===== src/gpom_pkg.sv =====
// Constants and types for the pin 7 output multiplexer
package gpom_pkg;

  // ----------------------------------------------------------------------
  // Register port
  // ----------------------------------------------------------------------
  localparam int ADDR_W = 8;
  localparam int DATA_W = 8;
  localparam logic [7:0] OFF_PIN_CTL = 8'h17;
  localparam logic [7:0] OFF_PIN_STATUS = 8'h40;
  localparam logic [7:0] PIN_CTL_RESET = 8'h00;
  localparam logic [7:0] RD_IDLE = 8'h00;

  // ----------------------------------------------------------------------
  // Control register fields
  // ----------------------------------------------------------------------
  localparam int SEL_MSB = 7;
  localparam int SEL_LSB = 5;
  localparam int SRC_MSB = 4;
  localparam int SRC_LSB = 2;
  localparam int VAL_BIT = 1;
  localparam int EN_BIT = 0;

  // ----------------------------------------------------------------------
  // Status register fields
  // ----------------------------------------------------------------------
  localparam int STAT_EN_BIT = 0;
  localparam int STAT_LEVEL_BIT = 1;
  localparam int STAT_RSVD_BIT = 2;

  // ----------------------------------------------------------------------
  // Sizes
  // ----------------------------------------------------------------------
  localparam int NUM_RX = 4;
  localparam int NUM_TX = 2;
  localparam int PINS_PER_RX = 4;
  localparam int NUM_SEL = 8;
  localparam int RST_STAGES = 2;

  // ----------------------------------------------------------------------
  // Output source codes
  // ----------------------------------------------------------------------
  typedef enum logic [2:0] {
    SRC_RX0 = 3'b000,
    SRC_RX1 = 3'b001,
    SRC_RX2 = 3'b010,
    SRC_RX3 = 3'b011,
    SRC_DEV = 3'b100,
    SRC_RSVD = 3'b101,
    SRC_TX0 = 3'b110,
    SRC_TX1 = 3'b111
  } gpom_src_e;

  // ----------------------------------------------------------------------
  // Signal select codes, per source group
  // ----------------------------------------------------------------------
  localparam logic [2:0] SEL_RX_PIN0 = 3'b000;
  localparam logic [2:0] SEL_RX_PIN1 = 3'b001;
  localparam logic [2:0] SEL_RX_PIN2 = 3'b010;
  localparam logic [2:0] SEL_RX_PIN3 = 3'b011;
  localparam logic [2:0] SEL_RX_LOCK = 3'b100;
  localparam logic [2:0] SEL_RX_PASS = 3'b101;
  localparam logic [2:0] SEL_RX_FV = 3'b110;
  localparam logic [2:0] SEL_RX_LV = 3'b111;

  localparam logic [2:0] SEL_DEV_REG = 3'b000;
  localparam logic [2:0] SEL_DEV_OR_LOCK = 3'b001;
  localparam logic [2:0] SEL_DEV_AND_LOCK = 3'b010;
  localparam logic [2:0] SEL_DEV_AND_PASS = 3'b011;
  localparam logic [2:0] SEL_DEV_FTRIG = 3'b100;
  localparam logic [2:0] SEL_DEV_LAST = 3'b100;

  localparam logic [2:0] SEL_TX_AND_PASS = 3'b000;
  localparam logic [2:0] SEL_TX_OR_PASS = 3'b001;
  localparam logic [2:0] SEL_TX_FV = 3'b010;
  localparam logic [2:0] SEL_TX_LV = 3'b011;
  localparam logic [2:0] SEL_TX_SYNC = 3'b100;
  localparam logic [2:0] SEL_TX_IRQ = 3'b101;
  localparam logic [2:0] SEL_TX_LAST = 3'b101;

endpackage : gpom_pkg


===== src/gpom_select.sv =====
// Final source and signal selection for the pin 7 output
module gpom_select
  import gpom_pkg::*;
(
  input wire logic [2:0] source_i,
  input wire logic [2:0] select_i,
  input wire logic [NUM_RX*NUM_SEL-1:0] rx_vec_i,
  input wire logic [NUM_SEL-1:0] dev_vec_i,
  input wire logic [NUM_TX*NUM_SEL-1:0] tx_vec_i,
  output logic level_o,
  output logic reserved_o
);

  always_comb begin
    level_o = 1'b0;
    reserved_o = 1'b0;
    case (gpom_src_e'(source_i))
      SRC_RX0, SRC_RX1, SRC_RX2, SRC_RX3: begin
        level_o = rx_vec_i[{source_i[1:0], select_i}];
      end
      SRC_DEV: begin
        if (select_i > SEL_DEV_LAST) begin
          reserved_o = 1'b1;
        end else begin
          level_o = dev_vec_i[select_i];
        end
      end
      SRC_TX0, SRC_TX1: begin
        if (select_i > SEL_TX_LAST) begin
          reserved_o = 1'b1;
        end else begin
          level_o = tx_vec_i[{source_i[0], select_i}];
        end
      end
      default: begin
        reserved_o = 1'b1;
      end
    endcase
  end

endmodule : gpom_select


===== src/gpom_top.sv =====
// Register-controlled output multiplexer for general-purpose pin 7

module gpom_top
  import gpom_pkg::*;
#(
  parameter int RX_PORTS = NUM_RX,
  parameter int TX_PORTS = NUM_TX
) (
  input wire logic clk_sys_i,
  input wire logic rst_n_i,
  // Register port
  input wire logic [ADDR_W-1:0] reg_addr_i,
  input wire logic [DATA_W-1:0] reg_wdata_i,
  input wire logic reg_wr_i,
  input wire logic reg_rd_i,
  output logic [DATA_W-1:0] reg_rdata_o,
  // Receive port status
  input wire logic [RX_PORTS*PINS_PER_RX-1:0] rx_remote_pin_i,
  input wire logic [RX_PORTS-1:0] rx_lock_i,
  input wire logic [RX_PORTS-1:0] rx_pass_i,
  input wire logic [RX_PORTS-1:0] rx_frame_valid_i,
  input wire logic [RX_PORTS-1:0] rx_line_valid_i,
  input wire logic [RX_PORTS-1:0] rx_port_enabled_i,
  // Device status
  input wire logic frame_trigger_i,
  // Transmit port status
  input wire logic [TX_PORTS*RX_PORTS-1:0] tx_rx_map_i,
  input wire logic [TX_PORTS-1:0] tx_frame_valid_i,
  input wire logic [TX_PORTS-1:0] tx_line_valid_i,
  input wire logic [TX_PORTS-1:0] tx_synced_i,
  input wire logic [TX_PORTS-1:0] tx_irq_i,
  // Pin drive
  output logic pin7_out_o,
  output logic pin7_oe_o
);

  // ----------------------------------------------------------------------
  // Reset release
  // ----------------------------------------------------------------------
  logic [RST_STAGES-1:0] rst_pipe;
  logic rst_n;

  always_ff @(posedge clk_sys_i or negedge rst_n_i) begin
    if (!rst_n_i) begin
      rst_pipe <= '0;
    end else begin
      rst_pipe <= {rst_pipe[RST_STAGES-2:0], 1'b1};
    end
  end

  assign rst_n = rst_pipe[RST_STAGES-1];

  // ----------------------------------------------------------------------
  // Control register
  // ----------------------------------------------------------------------
  logic [2:0] pin7_signal_select;
  logic [2:0] pin7_source_select;
  logic pin7_register_level;
  logic pin7_drive_enable;
  logic ctl_wr;

  assign ctl_wr = reg_wr_i && (reg_addr_i == OFF_PIN_CTL);

  // One process per field; they share only the write decode
  always_ff @(posedge clk_sys_i or negedge rst_n) begin
    if (!rst_n) begin
      pin7_signal_select <= PIN_CTL_RESET[SEL_MSB:SEL_LSB];
    end else if (ctl_wr) begin
      pin7_signal_select <= reg_wdata_i[SEL_MSB:SEL_LSB];
    end
  end

  always_ff @(posedge clk_sys_i or negedge rst_n) begin
    if (!rst_n) begin
      pin7_source_select <= PIN_CTL_RESET[SRC_MSB:SRC_LSB];
    end else if (ctl_wr) begin
      pin7_source_select <= reg_wdata_i[SRC_MSB:SRC_LSB];
    end
  end

  always_ff @(posedge clk_sys_i or negedge rst_n) begin
    if (!rst_n) begin
      pin7_register_level <= PIN_CTL_RESET[VAL_BIT];
    end else if (ctl_wr) begin
      pin7_register_level <= reg_wdata_i[VAL_BIT];
    end
  end

  always_ff @(posedge clk_sys_i or negedge rst_n) begin
    if (!rst_n) begin
      pin7_drive_enable <= PIN_CTL_RESET[EN_BIT];
    end else if (ctl_wr) begin
      pin7_drive_enable <= reg_wdata_i[EN_BIT];
    end
  end

  // ----------------------------------------------------------------------
  // Per receive port signal vectors, indexed by select code
  // ----------------------------------------------------------------------
  logic [NUM_RX*NUM_SEL-1:0] rx_vec;
  logic [NUM_RX-1:0] lock_q;
  logic [NUM_RX-1:0] pass_q;
  logic [NUM_RX-1:0] en_q;

  // Ports beyond RX_PORTS read as absent: not enabled, all low
  genvar gi;
  generate
    for (gi = 0; gi < NUM_RX; gi++) begin : g_rx
      if (gi < RX_PORTS) begin : g_live
        logic [NUM_SEL-1:0] slot;
        // Slot index is the select code, so the mux needs no decode here
        assign slot[SEL_RX_PIN0] = rx_remote_pin_i[gi*PINS_PER_RX];
        assign slot[SEL_RX_PIN1] = rx_remote_pin_i[gi*PINS_PER_RX+1];
        assign slot[SEL_RX_PIN2] = rx_remote_pin_i[gi*PINS_PER_RX+2];
        assign slot[SEL_RX_PIN3] = rx_remote_pin_i[gi*PINS_PER_RX+3];
        assign slot[SEL_RX_LOCK] = rx_lock_i[gi];
        assign slot[SEL_RX_PASS] = rx_pass_i[gi];
        assign slot[SEL_RX_FV] = rx_frame_valid_i[gi];
        assign slot[SEL_RX_LV] = rx_line_valid_i[gi];
        assign rx_vec[gi*NUM_SEL +: NUM_SEL] = slot;
        assign lock_q[gi] = rx_lock_i[gi];
        assign pass_q[gi] = rx_pass_i[gi];
        assign en_q[gi] = rx_port_enabled_i[gi];
      end else begin : g_absent
        assign rx_vec[gi*NUM_SEL +: NUM_SEL] = '0;
        assign lock_q[gi] = 1'b0;
        assign pass_q[gi] = 1'b0;
        assign en_q[gi] = 1'b0;
      end
    end
  endgenerate

  // ----------------------------------------------------------------------
  // Device status group
  // ----------------------------------------------------------------------
  // With no port enabled the AND terms read low, so an idle hub never
  // reports every link good.
  logic any_en;
  logic or_lock;
  logic and_lock;
  logic and_pass;
  logic [NUM_SEL-1:0] dev_vec;

  assign any_en = |en_q;
  assign or_lock = |(lock_q & en_q);
  assign and_lock = any_en && ((lock_q | ~en_q) == {NUM_RX{1'b1}});
  assign and_pass = any_en && ((pass_q | ~en_q) == {NUM_RX{1'b1}});

  assign dev_vec[SEL_DEV_REG] = pin7_register_level;
  assign dev_vec[SEL_DEV_OR_LOCK] = or_lock;
  assign dev_vec[SEL_DEV_AND_LOCK] = and_lock;
  assign dev_vec[SEL_DEV_AND_PASS] = and_pass;
  assign dev_vec[SEL_DEV_FTRIG] = frame_trigger_i;
  // Codes above the last live one are reserved and never reach the pin
  assign dev_vec[NUM_SEL-1:SEL_DEV_LAST+1] = '0;

  // ----------------------------------------------------------------------
  // Per transmit port signal vectors
  // ----------------------------------------------------------------------
  logic [NUM_TX*NUM_SEL-1:0] tx_vec;

  generate
    for (gi = 0; gi < NUM_TX; gi++) begin : g_tx
      if (gi < TX_PORTS) begin : g_live
        logic [NUM_RX-1:0] map;
        logic any_map;
        logic t_and;
        logic t_or;
        logic [NUM_SEL-1:0] slot;
        if (RX_PORTS < NUM_RX) begin : g_pad
          assign map = {{(NUM_RX-RX_PORTS){1'b0}},
                        tx_rx_map_i[gi*RX_PORTS +: RX_PORTS]};
        end else begin : g_full
          assign map = tx_rx_map_i[gi*RX_PORTS +: NUM_RX];
        end
        assign any_map = |map;
        assign t_and = any_map && ((pass_q | ~map) == {NUM_RX{1'b1}});
        assign t_or = |(pass_q & map);
        // With no receive port chosen both pass terms read low
        assign slot[SEL_TX_AND_PASS] = t_and;
        assign slot[SEL_TX_OR_PASS] = t_or;
        assign slot[SEL_TX_FV] = tx_frame_valid_i[gi];
        assign slot[SEL_TX_LV] = tx_line_valid_i[gi];
        assign slot[SEL_TX_SYNC] = tx_synced_i[gi];
        assign slot[SEL_TX_IRQ] = tx_irq_i[gi];
        assign slot[NUM_SEL-1:SEL_TX_LAST+1] = '0;
        assign tx_vec[gi*NUM_SEL +: NUM_SEL] = slot;
      end else begin : g_absent
        assign tx_vec[gi*NUM_SEL +: NUM_SEL] = '0;
      end
    end
  endgenerate

  // ----------------------------------------------------------------------
  // Source and signal selection
  // ----------------------------------------------------------------------
  logic sel_level;
  logic sel_reserved;

  gpom_select u_select (
    .source_i(pin7_source_select),
    .select_i(pin7_signal_select),
    .rx_vec_i(rx_vec),
    .dev_vec_i(dev_vec),
    .tx_vec_i(tx_vec),
    .level_o(sel_level),
    .reserved_o(sel_reserved)
  );

  // ----------------------------------------------------------------------
  // Pin drive
  // ----------------------------------------------------------------------
  // Level is held low while disabled so the pad never sees a stale value
  // at the moment the enable rises; costs one cycle of latency.
  logic next_pin_out;

  always_comb begin
    next_pin_out = 1'b0;
    if (pin7_drive_enable && !sel_reserved) begin
      next_pin_out = sel_level;
    end
  end

  always_ff @(posedge clk_sys_i or negedge rst_n) begin
    if (!rst_n) begin
      pin7_out_o <= 1'b0;
    end else begin
      pin7_out_o <= next_pin_out;
    end
  end

  // Enable copy lags the field by one cycle, in step with the level
  always_ff @(posedge clk_sys_i or negedge rst_n) begin
    if (!rst_n) begin
      pin7_oe_o <= 1'b0;
    end else begin
      pin7_oe_o <= pin7_drive_enable;
    end
  end

  // ----------------------------------------------------------------------
  // Read-back
  // ----------------------------------------------------------------------
  logic [DATA_W-1:0] ctl_word;
  logic [DATA_W-1:0] status_word;

  always_comb begin
    ctl_word = RD_IDLE;
    ctl_word[SEL_MSB:SEL_LSB] = pin7_signal_select;
    ctl_word[SRC_MSB:SRC_LSB] = pin7_source_select;
    ctl_word[VAL_BIT] = pin7_register_level;
    ctl_word[EN_BIT] = pin7_drive_enable;
  end

  // Enable and level bits show the pin as driven, one cycle behind the control fields; the reserved bit follows them with no delay
  always_comb begin
    status_word = RD_IDLE;
    status_word[STAT_EN_BIT] = pin7_oe_o;
    status_word[STAT_LEVEL_BIT] = pin7_out_o;
    status_word[STAT_RSVD_BIT] = sel_reserved;
  end

  // ----------------------------------------------------------------------
  // Read strobe decode
  // ----------------------------------------------------------------------
  logic [DATA_W-1:0] next_rdata;

  always_comb begin
    next_rdata = RD_IDLE;
    if (reg_rd_i) begin
      case (reg_addr_i)
        OFF_PIN_CTL: begin
          next_rdata = ctl_word;
        end
        OFF_PIN_STATUS: begin
          next_rdata = status_word;
        end
        default: begin
          next_rdata = RD_IDLE;
        end
      endcase
    end
  end

  // Data stand only in the cycle after the read strobe
  always_ff @(posedge clk_sys_i or negedge rst_n) begin
    if (!rst_n) begin
      reg_rdata_o <= RD_IDLE;
    end else begin
      reg_rdata_o <= next_rdata;
    end
  end

endmodule : gpom_top


===== config.mk =====
export PLATFORM = sky130hd
export DESIGN_NAME = gpom_top
export DESIGN_NICKNAME = d
export VERILOG_FILES = /design/src/gpom_pkg.sv /design/src/gpom_select.sv /design/src/gpom_top.sv
export SDC_FILE = /design/constraint.sdc
export NUM_CORES = 1
export LEC_CHECK = 0
export ABC_AREA = 1
export BUFFER_PORTS_ARGS = -buffer_cell sky130_fd_sc_hd__buf_2
export CORE_MARGIN = 2
export CORE_UTILIZATION = 41
export CTS_BUF_LIST = sky130_fd_sc_hd__clkbuf_16
export CTS_CLUSTER_DIAMETER = 80
export DETAILED_ROUTE_END_ITERATION = 8
export PLACE_DENSITY = 0.76
export SYNTH_ARGS = -nofsm -noshare
export SYNTH_HDL_FRONTEND = slang
export SYNTH_SLANG_ARGS = --single-unit

===== constraint.sdc =====
create_clock -name clk_sys_i -period 0.8 [get_ports clk_sys_i]
set_input_delay 0.12 -clock clk_sys_i [delete_from_list [all_inputs] [get_ports clk_sys_i]]
set_output_delay 0.12 -clock clk_sys_i [all_outputs]
set_load 0.01 [all_outputs]

==> flow_metrics.py <==
metrics = {
    "setup_path": {
        "critPathRequiredTime_ps": 940,
        "slowest_delay_ps": 470,
        "path_cells": "buf_4, nand3_4, o21ai_1, nor2_1, nand2_1, nand3_1, nand2_1, nand2_1, nand3_1, nand2_1, inv_1",
        "end_kind": "flip-flop",
        "rrSetupSlack_ps": -740,
        "cpMostUsedCell": "nand2_1",
        "cp_max_fo": 5,
        "critPathLaunchType": "flip-flop",
        "critical_path.top_delay_family": "simple AND/OR/NAND/NOR gates",
        "r2r-start": "pin7_signal_select[0]",
        "arrival_ps": 1690,
        "reg2reg_depth": 11,
        "critPathBufInv": 2,
        "slowest_stage": "dfrtp_2",
        "critPathKind": "flip-flop to flip-flop",
        "timing.rr.end": "pin7_out_o",
    },
    "clocking": {
        "clk_pin_slew_ps": 60,
        "cts.sinks": 20,
        "cts_tree": "yes",
        "cts_buffer_depth": 2,
        "root_buffer": "clkbuf_16",
        "htree_levels": 1,
        "clock_latency_ps": 250,
        "cts_inserted_buffers": 3,
    },
    "synth": {
        "syn-cell-area_mm2": 0.00154,
        "syn_nets": 333,
        "yosys.area_share.adder": 0,
        "synthXorXnorAreaFrac": 0,
        "synth-seq-area-share": 0.325,
        "syn_avg_cell_area_um2": 5.92,
        "yosys.area.top_type_share": 0.325,
        "synth_top_cell_by_area": "dfrtp_1",
        "synth_cells": 260,
        "ys_top_cells_by_area": "dfrtp_1, nand2_1, nor2_1",
        "synth-compound-area-share": 0.102,
        "synth_mux_area_frac": 0,
        "yosys_warnings": 0,
        "synthSimpleGateAreaFrac": 0.442,
        "synth_top_family_by_area": "simple AND/OR/NAND/NOR gates",
        "synth_cell_type_count": 22,
        "synth_seq_cells": 20,
    },
    "detailed_routing": {
        "drc": 0,
        "first_pass_iters": 5,
        "vias": 2104,
        "vias_per_cell": 4.94,
        "postRouteAntennaNets": 0,
        "wirelength_um": 5330,
        "drtIter0Drc": 130,
        "wl_per_cell_um": 12.5,
    },
    "sta": {
        "fmax_mhz": 648,
        "finalHoldViolations": 0,
        "fin_skew_ps": 3.45,
        "fin_crit_sh": 1.93,
        "period_needed_ps": 1540,
        "rsz0062_at_grt": "true",
        "finalSetupViolCount": 27,
        "slew_violations": 0,
        "setup_ws_ps": -744,
        "setup-tns-final_ps": -3680,
    },
    "min_path": {
        "hp-class": "input pin to flip-flop",
        "hp-start": "reg_wdata_i[2]",
        "hold_depth": 3,
        "hold_end": "pin7_source_select[0]",
    },
    "global_route": {
        "met2_usage": 0.458,
        "grt_pass1_wl_um": 8400,
        "use_met3": 0.0445,
        "grt_max_degree": 19,
        "antenna_found_initial": 0,
        "grt_pass1_vias": 2063,
        "grt-ovfl-total": 0,
        "grt-busiest-layer": "met2",
        "grtUsageMet1": 0.300,
        "grt_use_total": 0.246,
    },
    "job": {
        "cap_violations": 0,
    },
    "finish": {
        "area_growth_pct": 70.9,
        "nFillCells": 306,
        "antennaDiodeCount": 0,
        "regArea_um2": 504,
        "drive_gt1_frac": 0.439,
        "multiInputGateArea_mm2": 0.00102,
        "postLayoutCellArea_mm2": 0.00263,
        "instances_no_fill": 426,
        "nets": 452,
    },
    "place": {
        "pre_cts_slack_ps": -688,
        "io_buffers": 82,
        "dp_hpwl_um": 3550,
        "numPlacedInstances": 414,
        "place.gp.congestion": 0.876,
        "place_area_mm2": 0.00225,
    },
    "floorplan": {
        "die_h_um": 65.3,
        "io_pins": 83,
        "die_width_um": 65.3,
        "core_mm2": 0.00363,
        "dieArea_mm2": 0.00426,
        "start_util": 0.424,
        "core.rowCount": 22,
    },
    "power_and_ir_drop": {
        "total_power_uw": 3250,
        "ir_worst_vdd_mv": 1.33,
        "powerDensity_mw_per_mm2": 1240,
        "leakage_uw": 0.00148,
    },
    "run_status": {
        "status": "complete, but fails checks",
        "violations": "negative setup slack",
    },
}
[routing by layer]
metal | vias to the layer above | share of wire
li1 | 1053 | -
met1 | 945 | 0.40
met2 | 88 | 0.50
met3 | 18 | 0.070
met4 | 0 | 0.031
met5 | - | 0
[tightest hold or removal path: stages]
cell     delay, ps
buf_2          100
nor2_4          40
a21oi_2         80
[sequential cells by signal (all words and copies together) (netlist names)]
name                 cells
reg_rdata_o              8
pin7_signal_select       3
pin7_source_select       3
rst_pipe                 2
pin7_drive_enable        1
pin7_oe_o                1
pin7_out_o               1
pin7_register_level      1
[worst max-delay path by stage]
stage,startpoint,cells after the start,to
6_report,pin7_signal_select[0],11,pin7_out_o
5_1_grt,pin7_signal_select[0],11,pin7_out_o
4_1_cts,pin7_signal_select[0],11,pin7_out_o
3_5_place_dp,pin7_signal_select[0],11,pin7_out_o
3_3_place_gp,pin7_signal_select[0],11,pin7_out_o
2_1_floorplan,pin7_signal_select[0],13,pin7_out_o
[where the power goes]
group / leakage (uW) / internal (uW) / switching (uW) / total (uW)
logic: 0.00120 / 410 / 427 / 837
registers: 0.000229 / 1040 / 33.3 / 1080
clock network: 0.0000511 / 991 / 345 / 1340
total: 0.00148 / 2440 / 805 / 3250
[per-stage QoR]
stage | utilization | hold WS, ps
after CTS | 0.699 | 127
final | 0.724 | 135
after global routing | 0.724 | 145
after detailed placement | 0.619 | -91.5
after floorplan | - | -176
after global placement | 0.619 | -93.7
[final cells by class]
type / instances / area share
Clock buffer: 3 / 0.0285
Inverter: 35 / 0.0566
Multi-Input combinational cell: 197 / 0.388
Timing Repair Buffer: 122 / 0.301
Tap cell: 48 / 0.0228
Sequential cell: 20 / 0.192
Clock inverter: 1 / 0.0114
[layout by cell type (no fill, tap or decap), types with 3 or more instances in the layout]
master	n
nand4_1	7
nand3_4	3
nand3_1	10
buf_4	31
nor2_2	6
a21oi_1	7
nor2_4	8
o21ai_0	3
nor2_1	23
nand2_1	103
inv_1	30
o21ai_1	6
a21oi_2	7
o21ai_2	4
dfrtp_2	3
clkbuf_16	3
inv_6	3
dfrtp_1	17
buf_2	79
buf_6	8
[synth_stat cells]
cell type,count
a211oi_1,2
a21oi_1,14
buf_2,2
buf_4,4
buf_6,2
conb_1,1
dfrtp_1,20
inv_1,32
inv_2,2
inv_4,1
nand2_1,103
nand3_1,13
nand3_2,1
nand3b_1,1
nand4_1,7
nor2_1,37
nor3_1,2
nor4_1,1
nor4_2,1
o211ai_1,1
o21ai_0,9
o21ai_1,4
[kinds of logic after synthesis]
kind of cell,Yosys count
other cells,1
buf+inv,43
simple gates,166
compound gates,30
flops,20
[what timing repair did]
action	4_1_cts	5_1_grt
pin swaps	5	2
hold buffers	1	0
setup buffers	6	1
endpoints found under the setup margin	27	27
endpoints found under the hold margin	2	0
resized for setup	35	24
cloned	2	1
(Power assumes the default switching activity.)
